--- src/shared/tcdma_pkg.sv ---
// Constants for the two-channel transfer controller channel block.
// Assumes a 32-bit APB slave, one register per aligned word.
// Notes on behaviour
// - Run bit loads only when write enable set
// - Write-enable bit never stored, reads zero
// - Count-stop bit ends channel at zero count
// - Zero count always clears run bit
// - Count decrements after every transfer
// - Unsynchronized mode stops at zero count
// - Sync field: none, source, destination, unused
// - Source pointer steps by one or two
// - Destination pointer steps by one or two
// - Both step bits set keeps pointer
// - Space bit selects memory or I/O
// - Priority bit; equal priority alternates channels
// - Timer request enable gates timer requests
// - Interrupt enable requests interrupt at termination
// - Pointer is 20 bits in two halves
// - Pointers accept any value, odd included
// - Control writes affect transfer in progress
// - Back-to-back transfers in source/unsync modes
// - Destination sync fetches only after request
// - Destination sync leaves two-clock gap
// - Transfer is fetch cycle then store cycle
// - Runs only with run bit and, in synchronized modes, request
// - Reset stops channels and aborts transfers
// - Non-maskable interrupt blocks new transfer starts; cycles in progress finish
package tcdma_pkg;
   localparam logic [7:0] TCDMA_SRC_LO = 8'h00;
   localparam logic [7:0] TCDMA_SRC_HI = 8'h04;
   localparam logic [7:0] TCDMA_DST_LO = 8'h08;
   localparam logic [7:0] TCDMA_DST_HI = 8'h0C;
   localparam logic [7:0] TCDMA_CNT    = 8'h10;
   localparam logic [7:0] TCDMA_CTRL   = 8'h14;
   localparam logic [7:0] TCDMA_STAT   = 8'h18;
   localparam logic [7:0] TCDMA_CH_STRIDE = 8'h20;
   localparam int B_WORD  = 0;
   localparam int B_RUN   = 1;
   localparam int B_RUNWE = 2;
   localparam int B_TIMER = 4;
   localparam int B_PRIO  = 5;
   localparam int B_SYNL  = 6;
   localparam int B_INTEN = 8;
   localparam int B_TCSTP = 9;
   localparam int B_SINC  = 10;
   localparam int B_SDEC  = 11;
   localparam int B_SMEM  = 12;
   localparam int B_DINC  = 13;
   localparam int B_DDEC  = 14;
   localparam int B_DMEM  = 15;
   localparam logic [15:0] TCDMA_CTRL_RST = 16'h0000;
   localparam int TCDMA_GAP_CYC = 2;
   typedef enum logic [1:0] {
      SYN_NONE = 2'b00,
      SYN_SRC  = 2'b01,
      SYN_DST  = 2'b10,
      SYN_UNUS = 2'b11
   } tcdma_syn_e;
   typedef enum logic [1:0] {
      ST_IDLE  = 2'b00,
      ST_FETCH = 2'b01,
      ST_STORE = 2'b10,
      ST_GAP   = 2'b11
   } tcdma_st_e;
endpackage : tcdma_pkg

--- src/rtl/tcdma_ctrl.sv ---
// Two channel transfer controller: registers, one shared sequencer, arbitration.
// Assumes an APB master and an outside bus unit that runs each cycle
// requested on cyc_req and pulses cyc_done when it ends.
//
// Decided for this implementation: the APB interface to the registers and the placing of the registers.
`timescale 1ns/1ns
module tcdma_ctrl
   import tcdma_pkg::*;
(
   input  wire logic        clk,         // 100 MHz clock
   input  wire logic        rst,         // Synchronous reset, high
   input  wire logic        psel,        // APB select
   input  wire logic        penable,     // APB enable
   input  wire logic        pwrite,      // APB write
   input  wire logic [7:0]  paddr,       // APB byte address
   input  wire logic [31:0] pwdata,      // APB write data
   output logic      [31:0] prdata,      // APB read data
   output logic             pready,      // APB ready
   output logic             pslverr,     // APB error
   input  wire logic [1:0]  xfer_req,    // External requests per channel
   input  wire logic        timer_req,   // Timer 2 request
   input  wire logic        nmi_req,     // Non-maskable interrupt
   input  wire logic        cyc_done,    // Bus cycle finished
   output logic             cyc_req,     // Bus cycle request
   output logic             cyc_store,   // 1 store, 0 fetch
   output logic      [19:0] cyc_addr,    // Bus cycle address
   output logic             cyc_mem,     // 1 memory, 0 I/O space
   output logic             cyc_word,    // 1 word, 0 byte
   output logic             cyc_chan,    // Channel owning the cycle
   output logic      [1:0]  irq          // Termination interrupt pulses
);
   logic [15:0] ctl_r [2];
   logic [19:0] src_r [2];
   logic [19:0] dst_r [2];
   logic [15:0] cnt_r [2];
   logic [1:0]  rq_s1_r;
   logic [1:0]  rq_s2_r;
   logic [1:0]  lastch_r;
   tcdma_st_e   st_r;
   logic        ch_r;
   logic [1:0]  gap_r;
   logic [1:0]  want;
   logic        pick;
   logic        acc;
   logic        wr;
   logic [4:0]  roff;
   logic        rch;
   logic        done_fetch;
   logic        done_store;

   assign acc  = psel && penable;
   assign wr   = acc && pwrite;
   assign roff = paddr[4:0];
   assign rch  = paddr[5];

   function automatic logic [19:0] step(input logic [19:0] p,
                                        input logic inc,
                                        input logic dec,
                                        input logic word);
      logic [19:0] d;
      d = word ? 20'h00002 : 20'h00001;
      if (inc && !dec)
         step = p + d;
      else if (dec && !inc)
         step = p - d;
      else
         step = p;
   endfunction : step

   function automatic logic req_ok(input logic [15:0] c, input logic x,
                                   input logic t);
      logic r;
      r = x || (t && c[B_TIMER]);
      unique case (tcdma_syn_e'(c[B_SYNL+1:B_SYNL]))
         SYN_NONE: req_ok = 1'b1;
         SYN_SRC:  req_ok = r;
         SYN_DST:  req_ok = r;
         SYN_UNUS: req_ok = 1'b0;
      endcase
   endfunction : req_ok

   // A count of one means this transfer is the last before zero
   function automatic logic last_xfer(input logic [15:0] n);
      last_xfer = n == 16'h0001;
   endfunction : last_xfer

   // Request synchronizer; only stage two feeds the sequencer
   always_ff @(posedge clk) begin
      if (rst) begin
         rq_s1_r <= 2'b00;
         rq_s2_r <= 2'b00;
      end else begin
         rq_s1_r <= xfer_req;
         rq_s2_r <= rq_s1_r;
      end
   end

   always_comb begin
      for (int i = 0; i < 2; i++)
         want[i] = ctl_r[i][B_RUN] && !nmi_req
                   && req_ok(ctl_r[i], rq_s2_r[i], timer_req);
   end

   // Higher priority wins; equal priority alternates
   always_comb begin
      if (want == 2'b11) begin
         if (ctl_r[0][B_PRIO] != ctl_r[1][B_PRIO])
            pick = ctl_r[1][B_PRIO];
         else
            pick = !lastch_r[0];
      end else begin
         pick = want[1];
      end
   end

   assign done_fetch = (st_r == ST_FETCH) && cyc_done;
   assign done_store = (st_r == ST_STORE) && cyc_done;

   // Sequencer; NMI only blocks new starts from idle, bus unit owns the cycle
   always_ff @(posedge clk) begin
      if (rst) begin
         st_r     <= ST_IDLE;
         ch_r     <= 1'b0;
         gap_r    <= 2'b00;
         lastch_r <= 2'b00;
      end else begin
         unique case (st_r)
            ST_IDLE: begin
               if (|want) begin
                  st_r     <= ST_FETCH;
                  ch_r     <= pick;
                  lastch_r <= {1'b0, pick};
               end
            end
            ST_FETCH: begin
               if (cyc_done)
                  st_r <= ST_STORE;
            end
            ST_STORE: begin
               if (cyc_done) begin
                  if (ctl_r[ch_r][B_SYNL+1:B_SYNL] == SYN_DST) begin
                     st_r  <= ST_GAP;
                     gap_r <= 2'(TCDMA_GAP_CYC - 1);
                  end else begin
                     st_r <= ST_IDLE;
                  end
               end
            end
            ST_GAP: begin
               if (gap_r == 2'b00)
                  st_r <= ST_IDLE;
               else
                  gap_r <= gap_r - 2'b01;
            end
         endcase
         if (nmi_req && st_r == ST_IDLE)
            st_r <= ST_IDLE;
      end
   end

   // Bus cycle outputs come from flops; no acknowledge pin exists
   always_ff @(posedge clk) begin
      if (rst) begin
         cyc_req   <= 1'b0;
         cyc_store <= 1'b0;
         cyc_addr  <= 20'h00000;
         cyc_mem   <= 1'b0;
         cyc_word  <= 1'b0;
         cyc_chan  <= 1'b0;
      end else begin
         cyc_req   <= 1'b0;
         if (st_r == ST_IDLE && |want) begin
            cyc_req   <= 1'b1;
            cyc_store <= 1'b0;
            cyc_addr  <= src_r[pick];
            cyc_mem   <= ctl_r[pick][B_SMEM];
            cyc_word  <= ctl_r[pick][B_WORD];
            cyc_chan  <= pick;
         end else if (done_fetch) begin
            cyc_req   <= 1'b1;
            cyc_store <= 1'b1;
            cyc_addr  <= dst_r[ch_r];
            cyc_mem   <= ctl_r[ch_r][B_DMEM];
            cyc_word  <= ctl_r[ch_r][B_WORD];
         end
      end
   end

   // Per-channel registers and end-of-transfer updates
   for (genvar g = 0; g < 2; g++) begin : g_ch
      logic sel;
      logic fin;
      logic zero;
      logic stop_now;
      // Unmapped upper addresses must not alias onto a channel
      assign sel  = wr && rch == 1'(g) && paddr[7:6] == 2'b00;
      assign fin  = done_store && ch_r == 1'(g);
      assign zero = last_xfer(cnt_r[g]);
      // Zero count clears run in every mode; count-stop adds nothing
      assign stop_now = fin && zero;

      always_ff @(posedge clk) begin
         if (rst) begin
            ctl_r[g] <= TCDMA_CTRL_RST;
         end else begin
            if (sel && roff == TCDMA_CTRL[4:0]) begin
               ctl_r[g][15:2] <= pwdata[15:2];
               ctl_r[g][B_RUNWE] <= 1'b0;
               ctl_r[g][3] <= 1'b0;
               ctl_r[g][B_WORD] <= pwdata[B_WORD];
               if (pwdata[B_RUNWE])
                  ctl_r[g][B_RUN] <= pwdata[B_RUN];
            end
            if (stop_now && (ctl_r[g][B_TCSTP]
                || ctl_r[g][B_SYNL+1:B_SYNL] == SYN_NONE))
               ctl_r[g][B_RUN] <= 1'b0;
            else if (stop_now)
               ctl_r[g][B_RUN] <= 1'b0;
         end
      end

      always_ff @(posedge clk) begin
         if (rst) begin
            src_r[g] <= 20'h00000;
            dst_r[g] <= 20'h00000;
            cnt_r[g] <= 16'h0000;
         end else begin
            if (fin) begin
               src_r[g] <= step(src_r[g], ctl_r[g][B_SINC],
                                ctl_r[g][B_SDEC], ctl_r[g][B_WORD]);
               dst_r[g] <= step(dst_r[g], ctl_r[g][B_DINC],
                                ctl_r[g][B_DDEC], ctl_r[g][B_WORD]);
               cnt_r[g] <= cnt_r[g] - 16'h0001;
            end
            if (sel && roff == TCDMA_SRC_LO[4:0])
               src_r[g][15:0] <= pwdata[15:0];
            if (sel && roff == TCDMA_SRC_HI[4:0])
               src_r[g][19:16] <= pwdata[3:0];
            if (sel && roff == TCDMA_DST_LO[4:0])
               dst_r[g][15:0] <= pwdata[15:0];
            if (sel && roff == TCDMA_DST_HI[4:0])
               dst_r[g][19:16] <= pwdata[3:0];
            if (sel && roff == TCDMA_CNT[4:0])
               cnt_r[g] <= pwdata[15:0];
         end
      end

   end

   // One process owns both pulse bits so each has a single driver
   always_ff @(posedge clk) begin
      if (rst) begin
         irq <= 2'b00;
      end else begin
         for (int i = 0; i < 2; i++)
            irq[i] <= done_store && ch_r == 1'(i) && last_xfer(cnt_r[i])
                      && ctl_r[i][B_INTEN];
      end
   end

   // APB answers in the access cycle; reads registered for pready
   always_ff @(posedge clk) begin
      if (rst) begin
         pready  <= 1'b0;
         pslverr <= 1'b0;
         prdata  <= 32'h00000000;
      end else begin
         pready  <= psel && !penable;
         pslverr <= 1'b0;
         prdata  <= 32'h00000000;
         if (psel && !penable) begin
            pslverr <= paddr[7:6] != 2'b00 || paddr[1:0] != 2'b00
                       || roff > TCDMA_STAT[4:0];
            if (!pwrite) begin
               unique case (roff)
                  TCDMA_SRC_LO[4:0]: prdata <= {16'h0000, src_r[rch][15:0]};
                  TCDMA_SRC_HI[4:0]: prdata <= 32'(src_r[rch][19:16]);
                  TCDMA_DST_LO[4:0]: prdata <= {16'h0000, dst_r[rch][15:0]};
                  TCDMA_DST_HI[4:0]: prdata <= 32'(dst_r[rch][19:16]);
                  TCDMA_CNT[4:0]:    prdata <= {16'h0000, cnt_r[rch]};
                  TCDMA_CTRL[4:0]:   prdata <= {16'h0000, ctl_r[rch]};
                  TCDMA_STAT[4:0]:   prdata <= {28'h0000000, st_r,
                                                ch_r, 1'b0};
                  default:           prdata <= 32'h00000000;
               endcase
            end
         end
      end
   end
endmodule : tcdma_ctrl

--- config.mk ---
export PLATFORM = sky130hd
export DESIGN_NAME = tcdma_ctrl
export DESIGN_NICKNAME = d
export VERILOG_FILES = /design/src/shared/tcdma_pkg.sv /design/src/rtl/tcdma_ctrl.sv
export SDC_FILE = /design/constraint.sdc
export NUM_CORES = 1
export LEC_CHECK = 0
export BUFFER_PORTS_ARGS = -buffer_cell sky130_fd_sc_hd__buf_2
export CORE_UTILIZATION = 61
export DETAILED_ROUTE_END_ITERATION = 8
export PLACE_DENSITY = 0.91
export SYNTH_ARGS = -nofsm -noshare
export SYNTH_HDL_FRONTEND = slang
export SYNTH_SLANG_ARGS = --single-unit
--- constraint.sdc ---
create_clock -name clk -period 4 [get_ports clk]
set_input_delay 1.2 -clock clk [delete_from_list [all_inputs] [get_ports clk]]
set_output_delay 1.2 -clock clk [all_outputs]
set_load 0.02 [all_outputs]
# Word-level counts from Yosys, hierarchy flattened

Memory sizes are Yosys's and may differ from the RTL's. A register that Yosys moved wholly into a read port is not among the register bits.
Cells that the tools add are included.

Bits in registers: 70
RAM bits: 144
Bits of input ports: 50
Output and inout port bits: 61
Logic and storage cells: 312
Memories kept: 4

$add $sub $neg: 11
$lt $le $gt $ge: 1
Equal/unequal tests: 26
Muxes and demuxes: 140
Bitwise gates (word level): 33
Reductions and logical operators: 82

Memory list:

| memory | depth | width | read ports | clocked after Yosys merged registers in | write ports | RTL line         | RTL |
|---|---|---|---|---|---|---|---|
| dst_r  | 2     | 20    | 4          | 1                                       | 2           | tcdma_ctrl.sv:34 | `logic [19:0] dst_r [2];` |
| src_r  | 2     | 20    | 4          | 0                                       | 2           | tcdma_ctrl.sv:33 | `logic [19:0] src_r [2];` |
| cnt_r  | 2     | 16    | 3          | 0                                       | 2           | tcdma_ctrl.sv:35 | `logic [15:0] cnt_r [2];` |
| ctl_r  | 2     | 16    | 5          | 1                                       | 2           | tcdma_ctrl.sv:32 | `logic [15:0] ctl_r [2];` |

Operators with widths:

| operator              | number |
|---|---|
| $mux 20               | 22 |
| $mux 16               | 8 |
| $pmux 16 s7           | 1 |
| $mux 1                | 89 |
| $logic_and 1x1->1     | 45 |
| $add 20x2->20         | 2 |
| $add 20x20->20        | 2 |
| $sub 20x2->20         | 2 |
| $sub 20x20->20        | 2 |
| $eq 16x1->1 const B   | 2 |
| $sub 16x1->16 const B | 2 |
| $or 1x1->1            | 30 |
| $mux 14               | 2 |
| $mux 2                | 10 |
| $eq 2x2->1 const B    | 8 |
| $mux 4                | 4 |
| $eq 5x5->1 const B    | 3 |
| $reduce_or 2->1       | 6 |
| $logic_not 1->1       | 11 |
| $eq 5x4->1 const B    | 2 |
| $logic_not 2->1       | 5 |
| $ne 2x2->1 const B    | 5 |
| $pmux 2 s4            | 1 |
| $reduce_and 4->1      | 2 |
| other kinds (14)      | 27 |

# Logic depth before layout (Yosys ltp)

Gate-level depths: netlist (run 1).

Depth after elaboration: 11
Depth in mapped cells: 12
Depth with buffers taken out: 11

# Least setup slack after synthesis (run 1)

Ideal clock, no wire load.

Path type: input -> register
Start point: input paddr[4]
End point: memory dst_r[1][0] (enable)
Setup time: 0.411 ns
Arrival time: 3.276 ns
Required time: 3.589 ns
Slack: 0.313 ns
Cell stages on the path: 4
Cells stage by stage: or3_1 > or2_2 > clkbuf_1 > o21ai_0

RTL lines:

| element         | RTL line         | RTL |
|---|---|---|
| start, declared | tcdma_ctrl.sv:15 | `input wire logic [7:0] paddr,` |
| end, declared   | tcdma_ctrl.sv:34 |  |

==> metrics.md, run 1 <==
| Metric | Value |
|---|---|
| Sequential area share after synthesis | `38.6%` |
| Worst Hold Class | `reg -> reg` |
| Max cap viols | `0` |
| Clock sinks | `194` |
| Top post-synthesis cells by area | `edfxtp_1 31%, dfxtp_1 7.9%, ha_1 7.9%` |
| Endpoint class of the critical path | `flip-flop` |
| Hold path depth | `1` |
| Hold path startpoint | `rq_s1_r[0]` |
| Final Max Slew Viols | `0` |
| Outcome | `finished, final reports clean` |
| Clock slew at reported path FFs | `80 ps` |
| Post-Synth XOR/XNOR Area | `roughly 6.3%` |
| Seq cells post-synth | `a little under 200` |
| Boundary Pins | `about 110` |
| Residual DRC | `0` |
| Worst r2r dst | `dst_r[1][18]` |
| Startpoint types | `flip-flop` |
| Hold_buf cts | `0` |
| Post-synthesis mux area share | `under 10%` |
| Post-synthesis cell area | `~14000 sq um` |
| Setup violators final | `0` |
| Drt total wl | `about 46000 um` |
| Largest family of logic cells by synthesized area | `compound AO/OA/AOI/OAI gates` |
| Worst R2R Start | `ctl_r[1][14]` |
| Yosys top cell area share | `30.7%` |
| Clock skew | `14.2 ps` |
| VDD IR-drop max | `257 uV` |
| H-Tree Depth | `4` |
| Die X | `152 um` |
| Fill count | `1701` |
| GRT Total Usage | `between 30% and 40%` |
| Pre-CTS WS | `about 450 ps` |
| Deepest clock path buffer count | `2` |
| Area share of fa/ha/maj cells after synthesis | `8.51%` |
| Clock latency on the worst-skew pair | `450 ps` |
| Global-route wire length before repair | `69000 um` |
| Via density | `7.03` |
| Post-layout net count | `1648` |
| Commonest cells post-synth | `140 x edfxtp_1, 140 x nand2_1, 111 x nor2_1` |
| Wirelength per Cell | `25.6 um` |
| Fin. Hold Viols | `0` |
| Core ar. | `about 22000 sq um` |
| Initial core utilization | `62.6%` |
| Gpl congestion | `1.05` |
| Hold Path Sink | `rq_s2_r[0]` |
| Vias in the first global route | `11800` |
| Cell taking the most area after synthesis | `edfxtp_1` |
| Layout cells sized above 1 | `about 11%` |
| FMAX | `0.277 GHz` |
| Post-synthesis cell count | `1451` |
| Largest net degree at the start of global routing | `48` |
| Grt total ovfl | `0` |
| Inserted Clock Buffers | `17` |
| Number of enable flip-flop cells after synthesis | `140` |
| Synth Flop Type | `edfxtp_1` |
| Number of DRC markers in iteration 0 | `1854` |
| Crit-path max FO | `3` |
| RSZ-0062 raised after global routing | `no` |
| CTS tree | `built` |
| Antenna violations before repair | `0` |
| PortBufs | `78` |
| Final Cycle Share | `90.3%` |
| Mean Syn Cell Area | `about 9.4 sq um` |
| Root Buffer | `clkbuf_16` |
| N_diodes | `0` |
| Synth-to-layout area growth | `9.16%` |
| Asr flop ratio synth | `0%` |
| Detailed Place HPWL | `33500 um` |
| Drt first pass iters | `8` |
| Rows | `54` |
| Die area | `23100 sq um` |
| Setup WS post-layout | `389 ps` |
| Compound-Gate Fraction of Synth Area | `23.1%` |
| Slew @ Worst Pin | `957 ps` |
| Lkg Pwr | `approximately 5.9 nW` |
| Max_slew headroom | `a little over a third` |
| Die extent in y | `152 um` |
| PwrDens | `346 nW/um^2` |
| Critical path required time | `between 4000 and 5000 ps` |
| Reg2Reg Setup Slack | `390 ps` |
| WHS | `454 ps` |
| Vias | `about 13000` |
| Synth Area in Simple Gates | `15.1%` |
| Remaining antenna violation count after routing | `0` |
| Setup Buffers After CTS | `0` |
| Setup TNS | `0 ps` |
| Number of library cell types mapped by synthesis | `76` |
| Crit Path Class | `reg -> reg` |
| Final min period | `between 3000 and 4000 ps` |
| Ys Warns | `0` |
| Post-cts sizing count | `0` |
| Crit path DAT | `3810 ps` |
| R2r worst-path depth | `10` |
-- sequential cells by signal, summed over array words and instances (netlist names), named ones only --
name	flops
cnt_r	32
ctl_r	28
cyc_addr	20
cyc_chan	1
cyc_mem	1
cyc_req	1
cyc_store	1
cyc_word	1
dst_r	40
gap_r	2
irq	2
prdata	16
pready	1
pslverr	1
rq_s1_r	2
rq_s2_r	2
src_r	40
st_r	2
-- final cells by class --
cell class | count | area (sq um) | area share, %
Multi-Input combinational cell | 1141 | 7920 | 53.0
Sequential cell | 194 | 5290 | 35.3
Timing Repair Buffer | 117 | 683 | 4.57
Clock buffer | 18 | 429 | 2.87
Tap cell | 280 | 350 | 2.34
Clock inverter | 14 | 141 | 0.946
Inverter | 37 | 139 | 0.929
-- report_power, final --
part,switching (mW),leakage [nW],internal (mW)
combinational,0.672,3.71,0.403
clock,0.848,0.284,0.880
sequential,0.120,1.86,2.25
total,1.64,5.86,3.53
-- worst max-delay path: stages, from the launching register on --
cell and delay, ps:
edfxtp_1 430, nand2b_1 210, nand2b_1 220, fa_1 490
a211oi_1 270, o211ai_1 150, a41oi_1 340, o21ai_0 230
a211oi_1 310, mux2_2 370, a221o_1 330
-- worst max-delay path by stage --
stage,from,end,slack (ps),depth (start not counted)
2_1_floorplan,paddr[4],dst_r[1][0],310,4
3_3_place_gp,ctl_r[1][14],dst_r[1][18],530,10
3_5_place_dp,ctl_r[1][14],dst_r[1][18],450,10
4_1_cts,ctl_r[1][14],dst_r[1][18],440,10
5_1_grt,ctl_r[1][14],dst_r[1][18],210,10
6_report,ctl_r[1][14],dst_r[1][18],390,10
-- logic make-up (layout without fill, tap and decap cells) --
family                     Yosys count  after routing
adders and majority gates           91             91
and+or+nand+nor                    432            432
DFF                                194            194
muxes                               56             56
other                                1             16
buffers and inverters              131            186
xor gates and xnor gates            97             97
AOI/OAI and AO/OA                  449            449
-- layer usage --
metal  wire [um]  up-vias  global-route usage (%)
met1       16700     5958                    51.9
met3        6110      190                    8.24
li1            -     5595                       -
met2       19700      914                    58.7
met4        3510        0                    27.7
met5           0        -                       0
-- through the flow --
stage | cells | power [mW] | util (%) | instance area (sq um)
final | 1801 | 5.17 | 68.3 | 15000
after global routing | 1801 | 5.31 | 68.3 | 15000
after CTS | 1801 | 5.12 | 68.3 | 15000
after detailed placement | 1769 | 3.44 | 65.7 | 14400
after global placement | 1769 | 3.41 | 65.7 | 14400
after floorplan | 1466 | 3.12 | - | 13800
-- layout by cell type (no fill, tap or decap), drive strengths merged, types with 7 or more instances in the layout --
| cell type | netlist | layout |
|---|---|---|
| nand2 | 141 | 141 |
| edfxtp | 140 | 140 |
| buf | 21 | 117 |
| nor2 | 111 | 111 |
| a21oi | 89 | 89 |
| ha | 86 | 86 |
| o21ai | 65 | 65 |
| xnor2 | 64 | 64 |
| a211oi | 63 | 63 |
| dfxtp | 54 | 54 |
| mux2i | 49 | 49 |
| a22o | 47 | 47 |
| inv | 37 | 44 |
| o31ai | 41 | 41 |
| nand3 | 37 | 37 |
| and2 | 33 | 33 |
| xor2 | 32 | 32 |
| a21o | 26 | 26 |
| a222oi | 24 | 24 |
| nor3 | 24 | 24 |
| nor2b | 18 | 18 |
| clkbuf | 73 | 18 |
| conb | 1 | 16 |
| nand2b | 12 | 12 |
| nor4 | 11 | 11 |
| o21a | 10 | 10 |
| a22oi | 10 | 10 |
| o211ai | 10 | 10 |
| and3 | 8 | 8 |
| or3 | 8 | 8 |
| a31oi | 7 | 7 |
| o22ai | 7 | 7 |
No activity file was read; power rests on OpenSTA's default activity.
==> inputs of run 2 (changes only) <==
- clock period: 4 -> 3.33 ns (I/O delays scaled with it)
==> metrics.md, run 2 (synthesis gave the netlist of run 1 again) <==
| Metric | Value |
|---|---|
| Outcome | `finished with violations` |
| Failing checks | `DRC` |
| Hold Path Sink | `rq_s2_r[1]` |
| Wirelength per Cell | `25.7 um (+0.55%)` |
| PwrDens | `414 nW/um^2 (+20%)` |
| Critical path required time | `3530 ps (-670 ps)` |
| Clk pwr share | `33.9% (+0.5 points)` |
| Crit-path max FO | `2 (-1)` |
| Utilization after layout | `69.9% (+1.6 points)` |
| Slew @ Worst Pin | `1070 ps (+110 ps)` |
| Internal Power | `4.38 mW (+24%)` |
| Final min period | `3280 ps (-331 ps)` |
| Final Max Slew Viols | `0 (unchanged)` |
| PortBufs | `78 (unchanged)` |
| Final Cycle Share | `98.5% (+8.2 points)` |
| Die extent in y | `152 um (unchanged)` |
| Initial core utilization | `62.6% (unchanged)` |
| Inserted Clock Buffers | `17 (unchanged)` |
| Max cap viols | `0 (unchanged)` |
| Finished Cell Area | `15300 sq um (+2.3%)` |
| Core ar. | `21900 sq um (unchanged)` |
| Remaining antenna violation count after routing | `0 (unchanged)` |
| Grt total ovfl | `0 (unchanged)` |
| Number of DRC markers in iteration 0 | `2098 (+13%)` |
| Most frequent cells in the layout | `140 x nand2_1, 140 x edfxtp_1, 111 x nor2_1` |
| Seq pwr share | `44.9% (-0.9 points)` |
| Drt first pass iters | `9 (+1)` |
| Residual DRC | `40 (+40)` |
| VDD IR-drop max | `318 uV (+24%)` |
| Setup violators final | `0 (unchanged)` |
| Setup Buffers After CTS | `0 (unchanged)` |
| Clock slew at reported path FFs | `80 ps (about the same)` |
| Deepest clock path buffer count | `2 (unchanged)` |
| Hold path depth | `1 (unchanged)` |
| Crit Path Class | `reg -> reg` |
| Fin. Hold Viols | `0 (unchanged)` |
| CTS tree | `built` |
| Gpl congestion | `0.990 (-5.7%)` |
| Clock skew | `14.7 ps (+0.446 ps)` |
| Drt total wl | `47100 um (+2.4%)` |
| Largest net degree at the start of global routing | `48 (unchanged)` |
| Clock sinks | `194 (unchanged)` |
| Logic pwr share | `21.2% (+0.4 points)` |
| GRT Total Usage | `40.5% (+0.91 points)` |
| Crit path DAT | `3480 ps (-330 ps)` |
| Worst R2R Start | `ctl_r[1][14]` |
| Hold path startpoint | `rq_s1_r[1]` |
| H-Tree Depth | `4 (unchanged)` |
| FMAX | `0.305 GHz (+10%)` |
| Layout cells sized above 1 | `13.7% (+2.3 points)` |
| Boundary Pins | `111 (unchanged)` |
| Rows | `54 (unchanged)` |
| Max_slew headroom | `28.6% (-7.6 points)` |
| R2r worst-path depth | `10 (unchanged)` |
| Vias | `13100 (+3.5%)` |
| Antenna violations before repair | `0 (unchanged)` |
| Synth-to-layout area growth | `11.7%` |
| Die area | `23100 sq um (unchanged)` |
| Pre-CTS WS | `43.8 ps (-404 ps)` |
| Global-route wire length before repair | `71000 um (+2.8%)` |
| Top flop regs | `dst_r x40, src_r x40, cnt_r x32` |
| Detailed Place HPWL | `34000 um (+1.6%)` |
| Clock latency on the worst-skew pair | `450 ps (about the same)` |
| Root Buffer | `clkbuf_16` |
| Lkg Pwr | `6.05 nW (+3.2%)` |
| Startpoint types | `flip-flop` |
| Worst Hold Class | `reg -> reg` |
| Vias in the first global route | `12300 (+4.2%)` |
| NetSw | `1.95 mW (+19%)` |
| Net Sw Frac | `30.8% (-0.94 points)` |
| Setup WS post-layout | `50.1 ps (-339 ps)` |
| Die X | `152 um (unchanged)` |
| Worst r2r dst | `dst_r[1][18]` |
| Post-layout net count | `1681 (+2.0%)` |
| Endpoint class of the critical path | `flip-flop` |
| Placement Cell Area | `14700 sq um (+1.9%)` |
| N_diodes | `0 (unchanged)` |
| Via density | `7.14 (+1.7%)` |
| Reg2Reg Setup Slack | `50 ps (-340 ps)` |
## run 2: what timing repair did
item                                    4_1_cts  5_1_grt
hold buffers                                  0        0
resized for setup                             0        9
endpoints found under the setup margin        0        8
## run 2: final cells by class
class / count / area [sq um]
multi-input cells: 1141 / 7970
fillers: 1631 / 6590
flip-flops and latches: 194 / 5290
repair buffers: 150 / 956
clock buffers: 23 / 510
well taps: 280 / 350
inverters: 37 / 139
clock inverters: 9 / 91.3
## run 2: per-layer routing
layer  GRT usage, %  share of wire, %  vias to the layer above
li1               -                 -                     5668
met5              0                 0                        -
met2           61.2                43                     1070
met3           8.78                14                      246
met1           52.2                35                     6118
met4           27.5               7.5                        0
## run 2: through the flow
stage / hold slack, ps / instances / TNS [ps] / power (mW)
2_1_floorplan: 414 / 1466 / -58.2 / 3.75
3_3_place_gp: 432 / 1802 / 0 / 4.12
3_5_place_dp: 450 / 1802 / 0 / 4.16
4_1_cts: 468 / 1834 / 0 / 6.25
5_1_grt: 476 / 1834 / -55.1 / 6.50
6_report: 462 / 1834 / 0 / 6.33
## run 2: worst max-delay path: stages (launching register included)
cell      delay (ps)
edfxtp_1         380
nand2b_2         210
nand2b_1         210
fa_1             450
a211oi_1         280
o211ai_1         160
a41oi_2          220
o21ai_0          150
a211oi_1         300
mux2_2           380
a221o_1          310
## run 2: worst max path at each step
stage / from / endpoint / slack [ps] / cells past startpoint
floorplan: ctl_r[1][14] / dst_r[1][18] / -60 / 10
global placement: ctl_r[1][14] / dst_r[1][18] / 70 / 10
detailed placement: ctl_r[1][14] / dst_r[1][18] / 40 / 10
CTS: ctl_r[1][14] / dst_r[1][18] / 30 / 10
global route: ctl_r[1][14] / dst_r[1][18] / -60 / 10
finish: ctl_r[1][14] / dst_r[1][18] / 50 / 10
## run 2: power by group through the flow
stage	clock network (mW)	logic, mW	registers, mW
finish	2.14	1.34	2.84
global route	2.23	1.43	2.84
global placement	0	1.24	2.88
CTS	2.13	1.29	2.83
detailed placement	0	1.28	2.88
floorplan	0	0.887	2.86
